==> src/hdl/cfdw_pkg.sv <==
package cfdw_pkg;
  localparam logic [7:0] OFS_ENABLE = 8'h00;
  localparam logic [7:0] OFS_CONFIG = 8'h04;
  localparam logic [7:0] OFS_HWIN = 8'h10;
  localparam logic [7:0] OFS_VWIN = 8'h14;
  localparam logic [7:0] OFS_BASE0 = 8'h20;
  localparam logic [7:0] OFS_BASE1 = 8'h28;
  localparam logic [7:0] OFS_BASE2 = 8'h30;
  localparam logic [7:0] OFS_STRIDE = 8'h38;
  localparam logic [7:0] OFS_MIRROR = 8'h3c;
  localparam logic [7:0] OFS_CAPCTL = 8'h48;
  localparam logic [7:0] OFS_CAPSTA = 8'h4c;
  localparam logic [7:0] OFS_MASK = 8'h50;
  localparam logic [7:0] OFS_STATUS = 8'h54;
  localparam logic [7:0] OFS_FTIMER = 8'h60;
  localparam logic [31:0] RST_HWIN = 32'h0500_0000;
  localparam logic [31:0] RST_VWIN = 32'h02d0_0000;
  localparam logic [31:0] RST_STRIDE = 32'h0280_0500;
  localparam logic [31:0] RST_MIRROR = 32'h02d0_0500;
  // status bit positions
  localparam int ST_CAPDONE = 0;
  localparam int ST_FRMDONE = 1;
  localparam int ST_Q0OVF = 2;
  localparam int ST_HBOVF = 6;
  localparam int ST_VSYNC = 7;
  // frame timer tick divider, 12.5 MHz from 125 MHz
  localparam int FT_TICK_DIV = 10;
  typedef enum logic [1:0] {
    CFDW_IN_RAW = 2'b00,
    CFDW_IN_YUV422 = 2'b01,
    CFDW_IN_YUV420 = 2'b10
  } cfdw_infmt_t;
  typedef enum logic [1:0] {
    CFDW_IDLE = 2'b00,
    CFDW_VIDEO = 2'b01,
    CFDW_STILL = 2'b10,
    CFDW_DRAIN = 2'b11
  } cfdw_state_t;
endpackage

==> src/hdl/cfdw_frame_timer.sv <==
`timescale 1ns/1ns
`default_nettype none
module cfdw_frame_timer
  import cfdw_pkg::*;
#(
  parameter int DIV = FT_TICK_DIV
)(
  input wire logic clk,
  input wire logic rst_n,
  input wire logic enable,
  input wire logic sample,
  output logic [23:0] count_sampled
);
  initial if (DIV < 1 || DIV > 256) $error("divider must be 1 to 256");
  logic [7:0] div_cnt;
  logic tick;
  logic [23:0] running;
  // slow tick enable; the timer keeps one clock domain
  always_ff @(posedge clk or negedge rst_n)
  begin
    if (!rst_n) div_cnt <= 8'h00;
    else if (!enable || div_cnt == 8'(DIV - 1)) div_cnt <= 8'h00;
    else div_cnt <= div_cnt + 8'h01;
  end
  assign tick = enable && div_cnt == 8'(DIV - 1);
  // counter sampled then cleared at the chosen frame event
  always_ff @(posedge clk or negedge rst_n)
  begin
    if (!rst_n)
    begin
      running <= 24'h00_0000;
      count_sampled <= 24'h00_0000;
    end
    else if (!enable) running <= 24'h00_0000;
    else if (sample)
    begin
      count_sampled <= running;
      running <= 24'h00_0000;
    end
    else if (tick) running <= running + 24'h00_0001;
  end
endmodule
`default_nettype wire

==> src/hdl/cfdw_addr_gen.sv <==
`timescale 1ns/1ns
`default_nettype none
module cfdw_addr_gen (
  input wire logic clk,
  input wire logic rst_n,
  input wire logic load,
  input wire logic [31:0] base,
  input wire logic [13:0] stride,
  input wire logic [12:0] line_idx,
  input wire logic [12:0] pix_idx,
  input wire logic [2:0] bytes_pp,
  output logic [31:0] addr
);
  logic [26:0] line_ofs;
  logic [15:0] pix_ofs;
  assign line_ofs = 27'(line_idx * stride);
  assign pix_ofs = 16'(pix_idx * bytes_pp);
  // registered so the write port sees a flop
  always_ff @(posedge clk or negedge rst_n)
  begin
    if (!rst_n) addr <= 32'h0000_0000;
    else if (load) addr <= base + 32'(line_ofs) + 32'(pix_ofs);
  end
endmodule
`default_nettype wire

==> src/hdl/cfdw_top.sv <==
// Added by the designer: strobed register access.
`timescale 1ns/1ns
`default_nettype none
module cfdw_top
  import cfdw_pkg::*;
#(
  parameter int TIMER_DIV = FT_TICK_DIV
)(
  input wire logic sys_clk,
  input wire logic resetn,
  input wire logic [7:0] reg_addr,
  input wire logic [31:0] reg_wdata,
  input wire logic reg_wr,
  input wire logic reg_rd,
  output logic [31:0] reg_rdata,
  input wire logic [1:0] input_format,
  input wire logic bt656_mode,
  input wire logic pix_vsync,
  input wire logic pix_valid,
  input wire logic pix_sol,
  input wire logic [1:0] pix_plane,
  input wire logic [31:0] pix_data,
  input wire logic pix_field,
  input wire logic field_end,
  input wire logic hblank_done,
  input wire logic [2:0] queue_overflow,
  output logic mem_wr_valid,
  output logic [1:0] mem_wr_plane,
  output logic [31:0] mem_wr_addr,
  output logic [31:0] mem_wr_data,
  output logic [11:0] min_burst_bytes,
  output logic irq
);
  logic rst_meta, rst_n;
  // release the async reset through two flops
  always_ff @(posedge sys_clk or negedge resetn)
  begin
    if (!resetn)
    begin
      rst_meta <= 1'b0;
      rst_n <= 1'b0;
    end
    else
    begin
      rst_meta <= 1'b1;
      rst_n <= rst_meta;
    end
  end

  // software visible state
  logic [2:0] transfer_enable;
  logic [31:0] transfer_config, horizontal_window, vertical_window;
  logic [31:0] plane0_base_addr, plane1_base_addr, plane2_base_addr;
  logic [31:0] line_stride, mirror_size;
  logic [7:0] irq_mask, irq_status, next_status;
  logic video_on, still_req;
  logic [23:0] frame_clocks;

  wire dma_on = transfer_enable[0];
  wire frame_timer_on = transfer_enable[1];
  wire frame_timer_sample_sel = transfer_enable[2];
  wire [7:0] alpha_fill_byte = transfer_config[31:24];
  wire [3:0] memory_layout_code = transfer_config[19:16];
  wire vertical_mirror_on = transfer_config[13];
  wire horizontal_mirror_on = transfer_config[12];
  wire [1:0] field_choice = transfer_config[11:10];
  wire [1:0] frame_skip_ratio = transfer_config[7:6];
  wire [1:0] burst_code = transfer_config[1:0];
  wire [12:0] line_pixel_count = horizontal_window[28:16];
  wire [12:0] line_first_pixel = horizontal_window[12:0];
  wire [12:0] frame_line_count = vertical_window[28:16];
  wire [12:0] frame_first_line = vertical_window[12:0];
  wire [13:0] luma_line_stride = line_stride[13:0];
  wire [13:0] chroma_line_stride = line_stride[29:16];
  wire [12:0] mirror_line_count = mirror_size[28:16];
  wire [12:0] mirror_line_width = mirror_size[12:0];

  // layout legality per input format
  function automatic logic layout_ok(input logic [1:0] fmt, input logic [3:0] code);
    logic ok;
    ok = 1'b0;
    case (fmt)
      CFDW_IN_RAW: ok = code[1:0] != 2'b11 && !(code[2] && code[1:0] == 2'b00 && 1'b0);
      CFDW_IN_YUV422: ok = 1'b1;
      CFDW_IN_YUV420: ok = code[1:0] == 2'b01 || code == 4'b1111
        || (code[1:0] == 2'b10 && code != 4'b1110);
      default: ok = 1'b0;
    endcase
    return ok;
  endfunction

  // bytes stored per pixel for the chosen layout
  function automatic logic [2:0] pixel_bytes(input logic [1:0] fmt, input logic [3:0] code);
    logic [2:0] b;
    b = 3'd1;
    if (fmt == CFDW_IN_RAW)
    begin
      case (code[2:0])
        3'b000: b = 3'd1;
        3'b101: b = 3'd3;
        3'b110: b = 3'd4;
        default: b = 3'd2;
      endcase
    end
    else if (code[3:2] == 2'b11) b = 3'd2; // ten bit samples
    return b;
  endfunction

  // frame planar 420 under either yuv input
  wire frame_planar_420 = input_format != CFDW_IN_RAW && memory_layout_code == 4'b0010;
  // bt656 ends that layout on field 2
  wire frame_end = field_end && (!bt656_mode || !frame_planar_420 || pix_field);

  // register writes
  always_ff @(posedge sys_clk or negedge rst_n)
  begin
    if (!rst_n)
    begin
      transfer_enable <= 3'b000;
      transfer_config <= 32'h0000_0000;
      horizontal_window <= RST_HWIN;
      vertical_window <= RST_VWIN;
      plane0_base_addr <= 32'h0000_0000;
      plane1_base_addr <= 32'h0000_0000;
      plane2_base_addr <= 32'h0000_0000;
      line_stride <= RST_STRIDE;
      mirror_size <= RST_MIRROR;
      irq_mask <= 8'h00;
      video_on <= 1'b0;
    end
    else if (reg_wr)
    begin
      case (reg_addr)
        OFS_ENABLE: transfer_enable <= reg_wdata[2:0];
        OFS_CONFIG: transfer_config <= reg_wdata & 32'hff0f_3cc3;
        OFS_HWIN: horizontal_window <= reg_wdata & 32'h1fff_1fff;
        OFS_VWIN: vertical_window <= reg_wdata & 32'h1fff_1fff;
        OFS_BASE0: plane0_base_addr <= reg_wdata;
        OFS_BASE1: plane1_base_addr <= reg_wdata;
        OFS_BASE2: plane2_base_addr <= reg_wdata;
        OFS_STRIDE: line_stride <= reg_wdata & 32'h3fff_3fff;
        OFS_MIRROR: mirror_size <= reg_wdata & 32'h1fff_1fff;
        OFS_MASK: irq_mask <= reg_wdata[7:0];
        OFS_CAPCTL: video_on <= reg_wdata[1];
        default: ;
      endcase
    end
  end

  // still request self-clears at next vsync
  always_ff @(posedge sys_clk or negedge rst_n)
  begin
    if (!rst_n) still_req <= 1'b0;
    else if (reg_wr && reg_addr == OFS_CAPCTL && reg_wdata[0]) still_req <= 1'b1;
    else if (pix_vsync) still_req <= 1'b0;
  end

  // frame skip decided at each vsync, field gating from the live pix_field
  logic [1:0] skip_cnt;
  logic keep_frame;
  always_ff @(posedge sys_clk or negedge rst_n)
  begin
    if (!rst_n)
    begin
      skip_cnt <= 2'b00;
      keep_frame <= 1'b0;
    end
    else if (pix_vsync)
    begin
      keep_frame <= skip_cnt == 2'b00;
      skip_cnt <= (skip_cnt >= frame_skip_ratio) ? 2'b00 : skip_cnt + 2'b01;
    end
  end
  wire field_ok = field_choice == 2'b10 || (field_choice == 2'b00 && !pix_field)
    || (field_choice == 2'b01 && pix_field);

  // capture sequencing
  cfdw_state_t state, next_state;
  logic cap_done_ev, frm_done_ev;
  always_comb
  begin
    next_state = state;
    cap_done_ev = 1'b0;
    frm_done_ev = 1'b0;
    case (state)
      CFDW_IDLE:
        if (pix_vsync && still_req) next_state = CFDW_STILL;
        else if (pix_vsync && video_on) next_state = CFDW_VIDEO;
      CFDW_VIDEO:
        if (frame_end)
        begin
          frm_done_ev = 1'b1;
          if (!video_on)
          begin
            cap_done_ev = 1'b1;
            next_state = CFDW_IDLE;
          end
        end
        else if (!video_on) next_state = CFDW_DRAIN;
      CFDW_DRAIN:
        if (frame_end)
        begin
          cap_done_ev = 1'b1;
          next_state = CFDW_IDLE;
        end
      CFDW_STILL:
        if (frame_end)
        begin
          cap_done_ev = 1'b1;
          next_state = CFDW_IDLE;
        end
      default: next_state = CFDW_IDLE;
    endcase
  end

  always_ff @(posedge sys_clk or negedge rst_n)
  begin
    if (!rst_n) state <= CFDW_IDLE;
    else state <= next_state;
  end
  wire capturing = state != CFDW_IDLE;

  // bases latched at vsync so late writes hit the next frame
  logic [31:0] live_base0, live_base1, live_base2;
  always_ff @(posedge sys_clk or negedge rst_n)
  begin
    if (!rst_n)
    begin
      live_base0 <= 32'h0000_0000;
      live_base1 <= 32'h0000_0000;
      live_base2 <= 32'h0000_0000;
    end
    else if (pix_vsync)
    begin
      live_base0 <= plane0_base_addr;
      live_base1 <= plane1_base_addr;
      live_base2 <= plane2_base_addr;
    end
  end

  // pixel and line position within the frame
  logic [12:0] hcount, vcount;
  logic line_seen;
  wire [12:0] cur_pix = pix_sol ? 13'h0000 : hcount;
  wire [12:0] cur_line = pix_sol ? (line_seen ? vcount + 13'h0001 : 13'h0000) : vcount;
  always_ff @(posedge sys_clk or negedge rst_n)
  begin
    if (!rst_n)
    begin
      hcount <= 13'h0000;
      vcount <= 13'h0000;
      line_seen <= 1'b0;
    end
    else if (pix_vsync)
    begin
      vcount <= 13'h0000;
      line_seen <= 1'b0;
    end
    else if (pix_valid)
    begin
      hcount <= cur_pix + 13'h0001;
      vcount <= cur_line;
      line_seen <= 1'b1;
    end
  end

  // crop window, wide compare avoids wrap
  wire [13:0] h_end = {1'b0, line_first_pixel} + {1'b0, line_pixel_count};
  wire [13:0] v_end = {1'b0, frame_first_line} + {1'b0, frame_line_count};
  wire in_h = cur_pix >= line_first_pixel && {1'b0, cur_pix} < h_end;
  wire in_v = cur_line >= frame_first_line && {1'b0, cur_line} < v_end;
  wire [12:0] x_rel = cur_pix - line_first_pixel;
  wire [12:0] y_rel = cur_line - frame_first_line;
  // mirror counts from flip sizes
  wire [12:0] x_pos = horizontal_mirror_on ? mirror_line_width - 13'h0001 - x_rel : x_rel;
  wire [12:0] y_pos = vertical_mirror_on ? mirror_line_count - 13'h0001 - y_rel : y_rel;
  wire layout_good = layout_ok(input_format, memory_layout_code);
  wire take = pix_valid && dma_on && capturing && keep_frame && field_ok
    && layout_good && in_h && in_v;

  // plane base and stride for the address unit
  logic [31:0] sel_base;
  logic [13:0] sel_stride;
  always_comb
  begin
    case (pix_plane)
      2'b01: sel_base = live_base1;
      2'b10: sel_base = live_base2;
      default: sel_base = live_base0;
    endcase
    sel_stride = (pix_plane == 2'b00) ? luma_line_stride : chroma_line_stride;
  end

  cfdw_addr_gen u_addr (
    .clk(sys_clk),
    .rst_n(rst_n),
    .load(take),
    .base(sel_base),
    .stride(sel_stride),
    .line_idx(y_pos),
    .pix_idx(x_pos),
    .bytes_pp(pixel_bytes(input_format, memory_layout_code)),
    .addr(mem_wr_addr)
  );

  // strobe and data align with address
  wire padded = input_format == CFDW_IN_RAW && memory_layout_code[2:0] == 3'b110;
  always_ff @(posedge sys_clk or negedge rst_n)
  begin
    if (!rst_n)
    begin
      mem_wr_valid <= 1'b0;
      mem_wr_plane <= 2'b00;
      mem_wr_data <= 32'h0000_0000;
    end
    else
    begin
      mem_wr_valid <= take;
      if (take)
      begin
        mem_wr_plane <= pix_plane;
        mem_wr_data <= padded ? {alpha_fill_byte, pix_data[23:0]} : pix_data;
      end
    end
  end

  // horizontal mirroring forces smallest bursts
  always_ff @(posedge sys_clk or negedge rst_n)
  begin
    if (!rst_n) min_burst_bytes <= 12'h100;
    else if (horizontal_mirror_on) min_burst_bytes <= 12'h100;
    else min_burst_bytes <= 12'(12'h100 << burst_code);
  end

  // frame statistics timer
  cfdw_frame_timer #(
    .DIV(TIMER_DIV)
  ) u_timer (
    .clk(sys_clk),
    .rst_n(rst_n),
    .enable(frame_timer_on),
    .sample(frame_timer_sample_sel ? pix_vsync : frm_done_ev || cap_done_ev),
    .count_sampled(frame_clocks)
  );

  // field parity follows the incoming stream
  logic current_field_flag;
  always_ff @(posedge sys_clk or negedge rst_n)
  begin
    if (!rst_n) current_field_flag <= 1'b0;
    else if (pix_valid || field_end) current_field_flag <= pix_field;
  end
  wire video_grab_active = state == CFDW_VIDEO || state == CFDW_DRAIN;
  wire still_grab_active = state == CFDW_STILL;

  // sticky flags: set beats clear
  logic [7:0] events;
  always_comb
  begin
    events = 8'h00;
    events[ST_CAPDONE] = cap_done_ev;
    events[ST_FRMDONE] = frm_done_ev && video_on;
    events[ST_Q0OVF +: 3] = queue_overflow & {3{dma_on}};
    events[ST_HBOVF] = hblank_done && &queue_overflow;
    events[ST_VSYNC] = pix_vsync;
    next_status = irq_status;
    if (reg_wr && reg_addr == OFS_STATUS) next_status = next_status & ~reg_wdata[7:0];
    next_status = (next_status | events) & 8'hdf; // line counter flag unused
  end

  always_ff @(posedge sys_clk or negedge rst_n)
  begin
    if (!rst_n)
    begin
      irq_status <= 8'h00;
      irq <= 1'b0;
    end
    else
    begin
      irq_status <= next_status;
      irq <= |(next_status & irq_mask);
    end
  end

  // read port, unmapped reads zero
  always_ff @(posedge sys_clk or negedge rst_n)
  begin
    if (!rst_n) reg_rdata <= 32'h0000_0000;
    else if (reg_rd)
    begin
      case (reg_addr)
        OFS_ENABLE: reg_rdata <= {29'h0, transfer_enable};
        OFS_CONFIG: reg_rdata <= transfer_config;
        OFS_HWIN: reg_rdata <= horizontal_window;
        OFS_VWIN: reg_rdata <= vertical_window;
        OFS_BASE0: reg_rdata <= plane0_base_addr;
        OFS_BASE1: reg_rdata <= plane1_base_addr;
        OFS_BASE2: reg_rdata <= plane2_base_addr;
        OFS_STRIDE: reg_rdata <= line_stride;
        OFS_MIRROR: reg_rdata <= mirror_size;
        OFS_CAPCTL: reg_rdata <= {30'h0, video_on, 1'b0};
        OFS_CAPSTA: reg_rdata <= {29'h0, current_field_flag, video_grab_active,
          still_grab_active};
        OFS_MASK: reg_rdata <= {24'h0, irq_mask};
        OFS_STATUS: reg_rdata <= {24'h0, irq_status};
        OFS_FTIMER: reg_rdata <= {8'h0, frame_clocks};
        default: reg_rdata <= 32'h0000_0000;
      endcase
    end
    else reg_rdata <= 32'h0000_0000;
  end
endmodule
`default_nettype wire

==> config.mk <==
export PLATFORM = sky130hd
export DESIGN_NAME = cfdw_top
export DESIGN_NICKNAME = d
export VERILOG_FILES = /design/src/hdl/cfdw_pkg.sv /design/src/hdl/cfdw_frame_timer.sv /design/src/hdl/cfdw_addr_gen.sv /design/src/hdl/cfdw_top.sv
export SDC_FILE = /design/constraint.sdc
export NUM_CORES = 2
export LEC_CHECK = 0
export ABC_AREA = 1
export BUFFER_PORTS_ARGS = -buffer_cell sky130_fd_sc_hd__buf_2
export CAP_MARGIN = 30
export CORE_MARGIN = 8
export CORE_UTILIZATION = 60
export DETAILED_ROUTE_END_ITERATION = 8
export HOLD_SLACK_MARGIN = 0.06
export PLACE_DENSITY = 0.79
export SYNTH_ARGS = -nofsm -noshare
export SYNTH_HDL_FRONTEND = slang
export SYNTH_SLANG_ARGS = --single-unit
==> constraint.sdc <==
create_clock -name sys_clk -period 26.2 [get_ports sys_clk]
set_input_delay 1.31 -clock sys_clk [delete_from_list [all_inputs] [get_ports sys_clk]]
set_output_delay 1.31 -clock sys_clk [all_outputs]
set_load 0.005 [all_outputs]
==> impl_results.md <==
- Min-Delay Path Class: flip-flop to flip-flop
- Initial drt markers: 3569
- RSZ-0062 raised after global routing: no
- Ys Warns: 0
- CP max stage cell: fa_1
- Grt total ovfl: 0
- Resized cells post-CTS: 0
- Hold Fails Final Rpt: 0
- Drt drc: 0
- PwrDens: 59.6 nW/um^2
- Clk Latency, worst-skew pair: 0.64 ns
- Worst reg2reg endpoint: u_addr.addr[30]$_DFFE_PN0P_
- TritonCTS clock tree: done
- R2r setup slk: 16.75 ns
- Share of layout cells above drive strength 1: 0.0772
- DP Worst Slack: 15.75 ns
- Antenna Nets Post-Route: 0
- # diodes: 0
- Global-route track usage on met1: 0.456
- Crit path required time: 26.75 ns
- Syn Inst Count: 4619
- Multi-input logic area: 19800 sq um
- Worst Skew: 0.0339 ns
- Core ar.: 60400 sq um
- Crit-path max FO: 21
- PortBufs: 193
- Net Sw Power: 0.835 mW
- WL final: 119000 microns
- Die H: 263 microns
- CTS sink cnt: 533
- I/O pin cnt: 202
- Detailed-route via count: 32.7k
- Post-route setup slack: 16.12 ns
- Area share of the largest cell type after synthesis: 0.352
- Die W: 263 microns
- Slew Limit Headroom: 0.238
- Cell taking the most area after synthesis: dfrtp_1
- Status: completed
- Reg2reg path depth: 42
- GR Util met2: 0.528
- Post-Syn Area: 36700 sq um
- Synth Flop Type: dfrtp_1
- NumNets Final: 5249
- Post-synthesis sequential area ratio: 0.364
- Crit path launch type: input port
- Starting density of the core: 0.607
- Crit-path max cell delay: 0.50 ns
- Final Instance Area: 40200 sq um
- Crit path kind: input port to flip-flop
- Net Sw Frac: 0.348
- Dominant cells by area after synthesis: dfrtp_1 35%, nand2_1 12%, fa_1 11%
- Largest net degree at the start of global routing: 185
- Mean Syn Cell Area: 7.94 sq um
- Routed vias/inst: 5.87
- H-tree depth: 2
- Gate power share: 0.276
- All-Layer GR Usage: 0.338
- Post-CTS Hold Buffers: 0
- Most frequent cells in the layout: 1171 x nand2_1, 732 x inv_1, 515 x dfrtp_1
- Cell row count: 90
- Tmin final: 10.08 ns
- WL/cell: 21.3 microns
- Filler cell count in the final layout: 5037
- Setup TNS after final layout: 0 ns
- Clock tree buffer depth: 3
- Max frequency: 99.2 MHz
- CP most frequent cell: nand2_1
- Synth cell types: 53
- Placed cell areas: 38300 sq um
- Worst setup path end: u_addr.addr[30]$_DFFE_PN0P_
- Antenna violations before repair: 0
- Tightest Pin Transition: 1.13 ns
- Area growth syn-to-layout: 9.78%
- Clock group share of total power: 0.351
- # Post-CTS Setup Buffers: 0
- DR pass1 iterations: 6
- Seq pwr share: 0.373
- Met3 Track Usage GR: 0.0591
- Max_cap viols: 0
- Critical Path Start: pix_sol
- Fin. max-slew vios: 0
- Internal power: 1.56 mW
- Final worst path period share: 0.385
- Leak: 19.9 nW
- Dpl hpwl: 90400 microns
- Most Crowded Layer GR: met2
- Synthesis-stage register bit count: 533
- Placer Congestion: 1.03
- Async set or reset register ratio after synthesis: 1.00
- EDFF count, synth: 0
- Most common cell after layout, fill and taps aside: nand2_1
- Worst Path Arrival: 10.63 ns
- Area occupied by registers: 13400 sq um
- First-pass GRT wire length: 184000 microns
- Worst R2R Start: vcount[0]$_DFFE_PN0P_
- Clock transition at the registers of the reported paths: 0.06 ns
- Vias in the first global route: 31.8k
- Final setup fails: 0
- Number of CTS-inserted buffers: 57
- Root buffer cell: clkbuf_16
- Max VDD drop: 0.0000545 V
- Crit end category: flip-flop
- Die area: 69300 sq um
kinds of logic (layout without fill, tap and decap cells):
logic type,after synthesis,in the layout,share of synthesized area
xor+xnor,91,91,0.0217
mux,3,3,0.000922
fa+ha+maj,409,409,0.181
compound gates,887,887,0.138
simple gates,1771,1771,0.196
buf+inv,923,1090,0.0982
flops,533,533,0.364
other cells,2,9,0.000205
sequential cells by signal, summed over array words and instances (netlist names), 20 cells and up:
register	flops
plane0_base_addr	32
horizontal_window	26
live_base1	32
live_base2	32
u_timer.count_sampled	24
mem_wr_data	32
reg_rdata	32
mirror_size	26
u_timer.running	24
plane2_base_addr	32
u_addr.addr	32
live_base0	32
plane1_base_addr	32
transfer_config	20
vertical_window	26
line_stride	28
cell usage after synthesis, drive strengths merged (11+ instances only):
cell type  number
o21ai         487
a31oi          22
buf            44
o221ai         21
clkbuf        132
xnor2          30
o22ai          28
fa            201
inv           740
nor3           51
a211oi         12
nand2        1175
ha            208
a21oi         166
xor2           61
a221oi         19
dfstp          17
nor2          263
dfrtp         516
nand3         218
o21bai         81
a21o           11
nand4          44
worst max-delay path, delay by kind of cell:
| family | cells | cell delay (ns) |
|---|---|---|
| compound gates | 11 | 1.99 |
| simple gates | 14 | 2.14 |
| xor+xnor | 1 | 0.27 |
| buf+inv | 7 | 0.99 |
| fa+ha+maj | 9 | 3.92 |
power groups by stage:
stage / combinational, mW / sequential [mW] / clock (mW)
after floorplan: 0.454 / 0.907 / 0
after global placement: 0.639 / 0.907 / 0
after detailed placement: 0.648 / 0.908 / 0
after CTS: 0.653 / 0.893 / 0.845
after global routing: 0.741 / 0.898 / 0.876
final: 0.663 / 0.895 / 0.842
metrics by stage:
stage	hold slack, ns	utilization	power [mW]	instances
after floorplan	0.331	-	1.36	4626
after detailed placement	0.337	0.634	1.56	5471
after global placement	0.332	0.633	1.55	5469
after global routing	0.360	0.667	2.51	5575
after CTS	0.351	0.666	2.39	5573
final	0.348	0.667	2.40	5575
area by class of cell:
cell class	instances	area share
repair buffers	241	0.0351
flip-flops and latches	533	0.332
well taps	782	0.0243
inverters	747	0.0697
multi-input cells	3170	0.491
clock inverters	11	0.00525
clock buffers	91	0.0427
worst min path at each step:
stage                             startpoint              end  slack [ns]  cells past startpoint
after floorplan           rst_meta$_DFF_PN0_  rst_n$_DFF_PN0_        0.33                      0
final                     rst_meta$_DFF_PN0_  rst_n$_DFF_PN0_        0.35                      0
after global routing      rst_meta$_DFF_PN0_  rst_n$_DFF_PN0_        0.36                      0
after global placement    rst_meta$_DFF_PN0_  rst_n$_DFF_PN0_        0.33                      0
after CTS                 rst_meta$_DFF_PN0_  rst_n$_DFF_PN0_        0.35                      0
after detailed placement  rst_meta$_DFF_PN0_  rst_n$_DFF_PN0_        0.34                      0
per-layer routing:
layer,part of all wire,vias up
met1,0.40,15600
li1,-,15000
met4,0.058,0
met5,0,-
met3,0.098,335
met2,0.44,1747
Power figures use the tool's default switching activity.
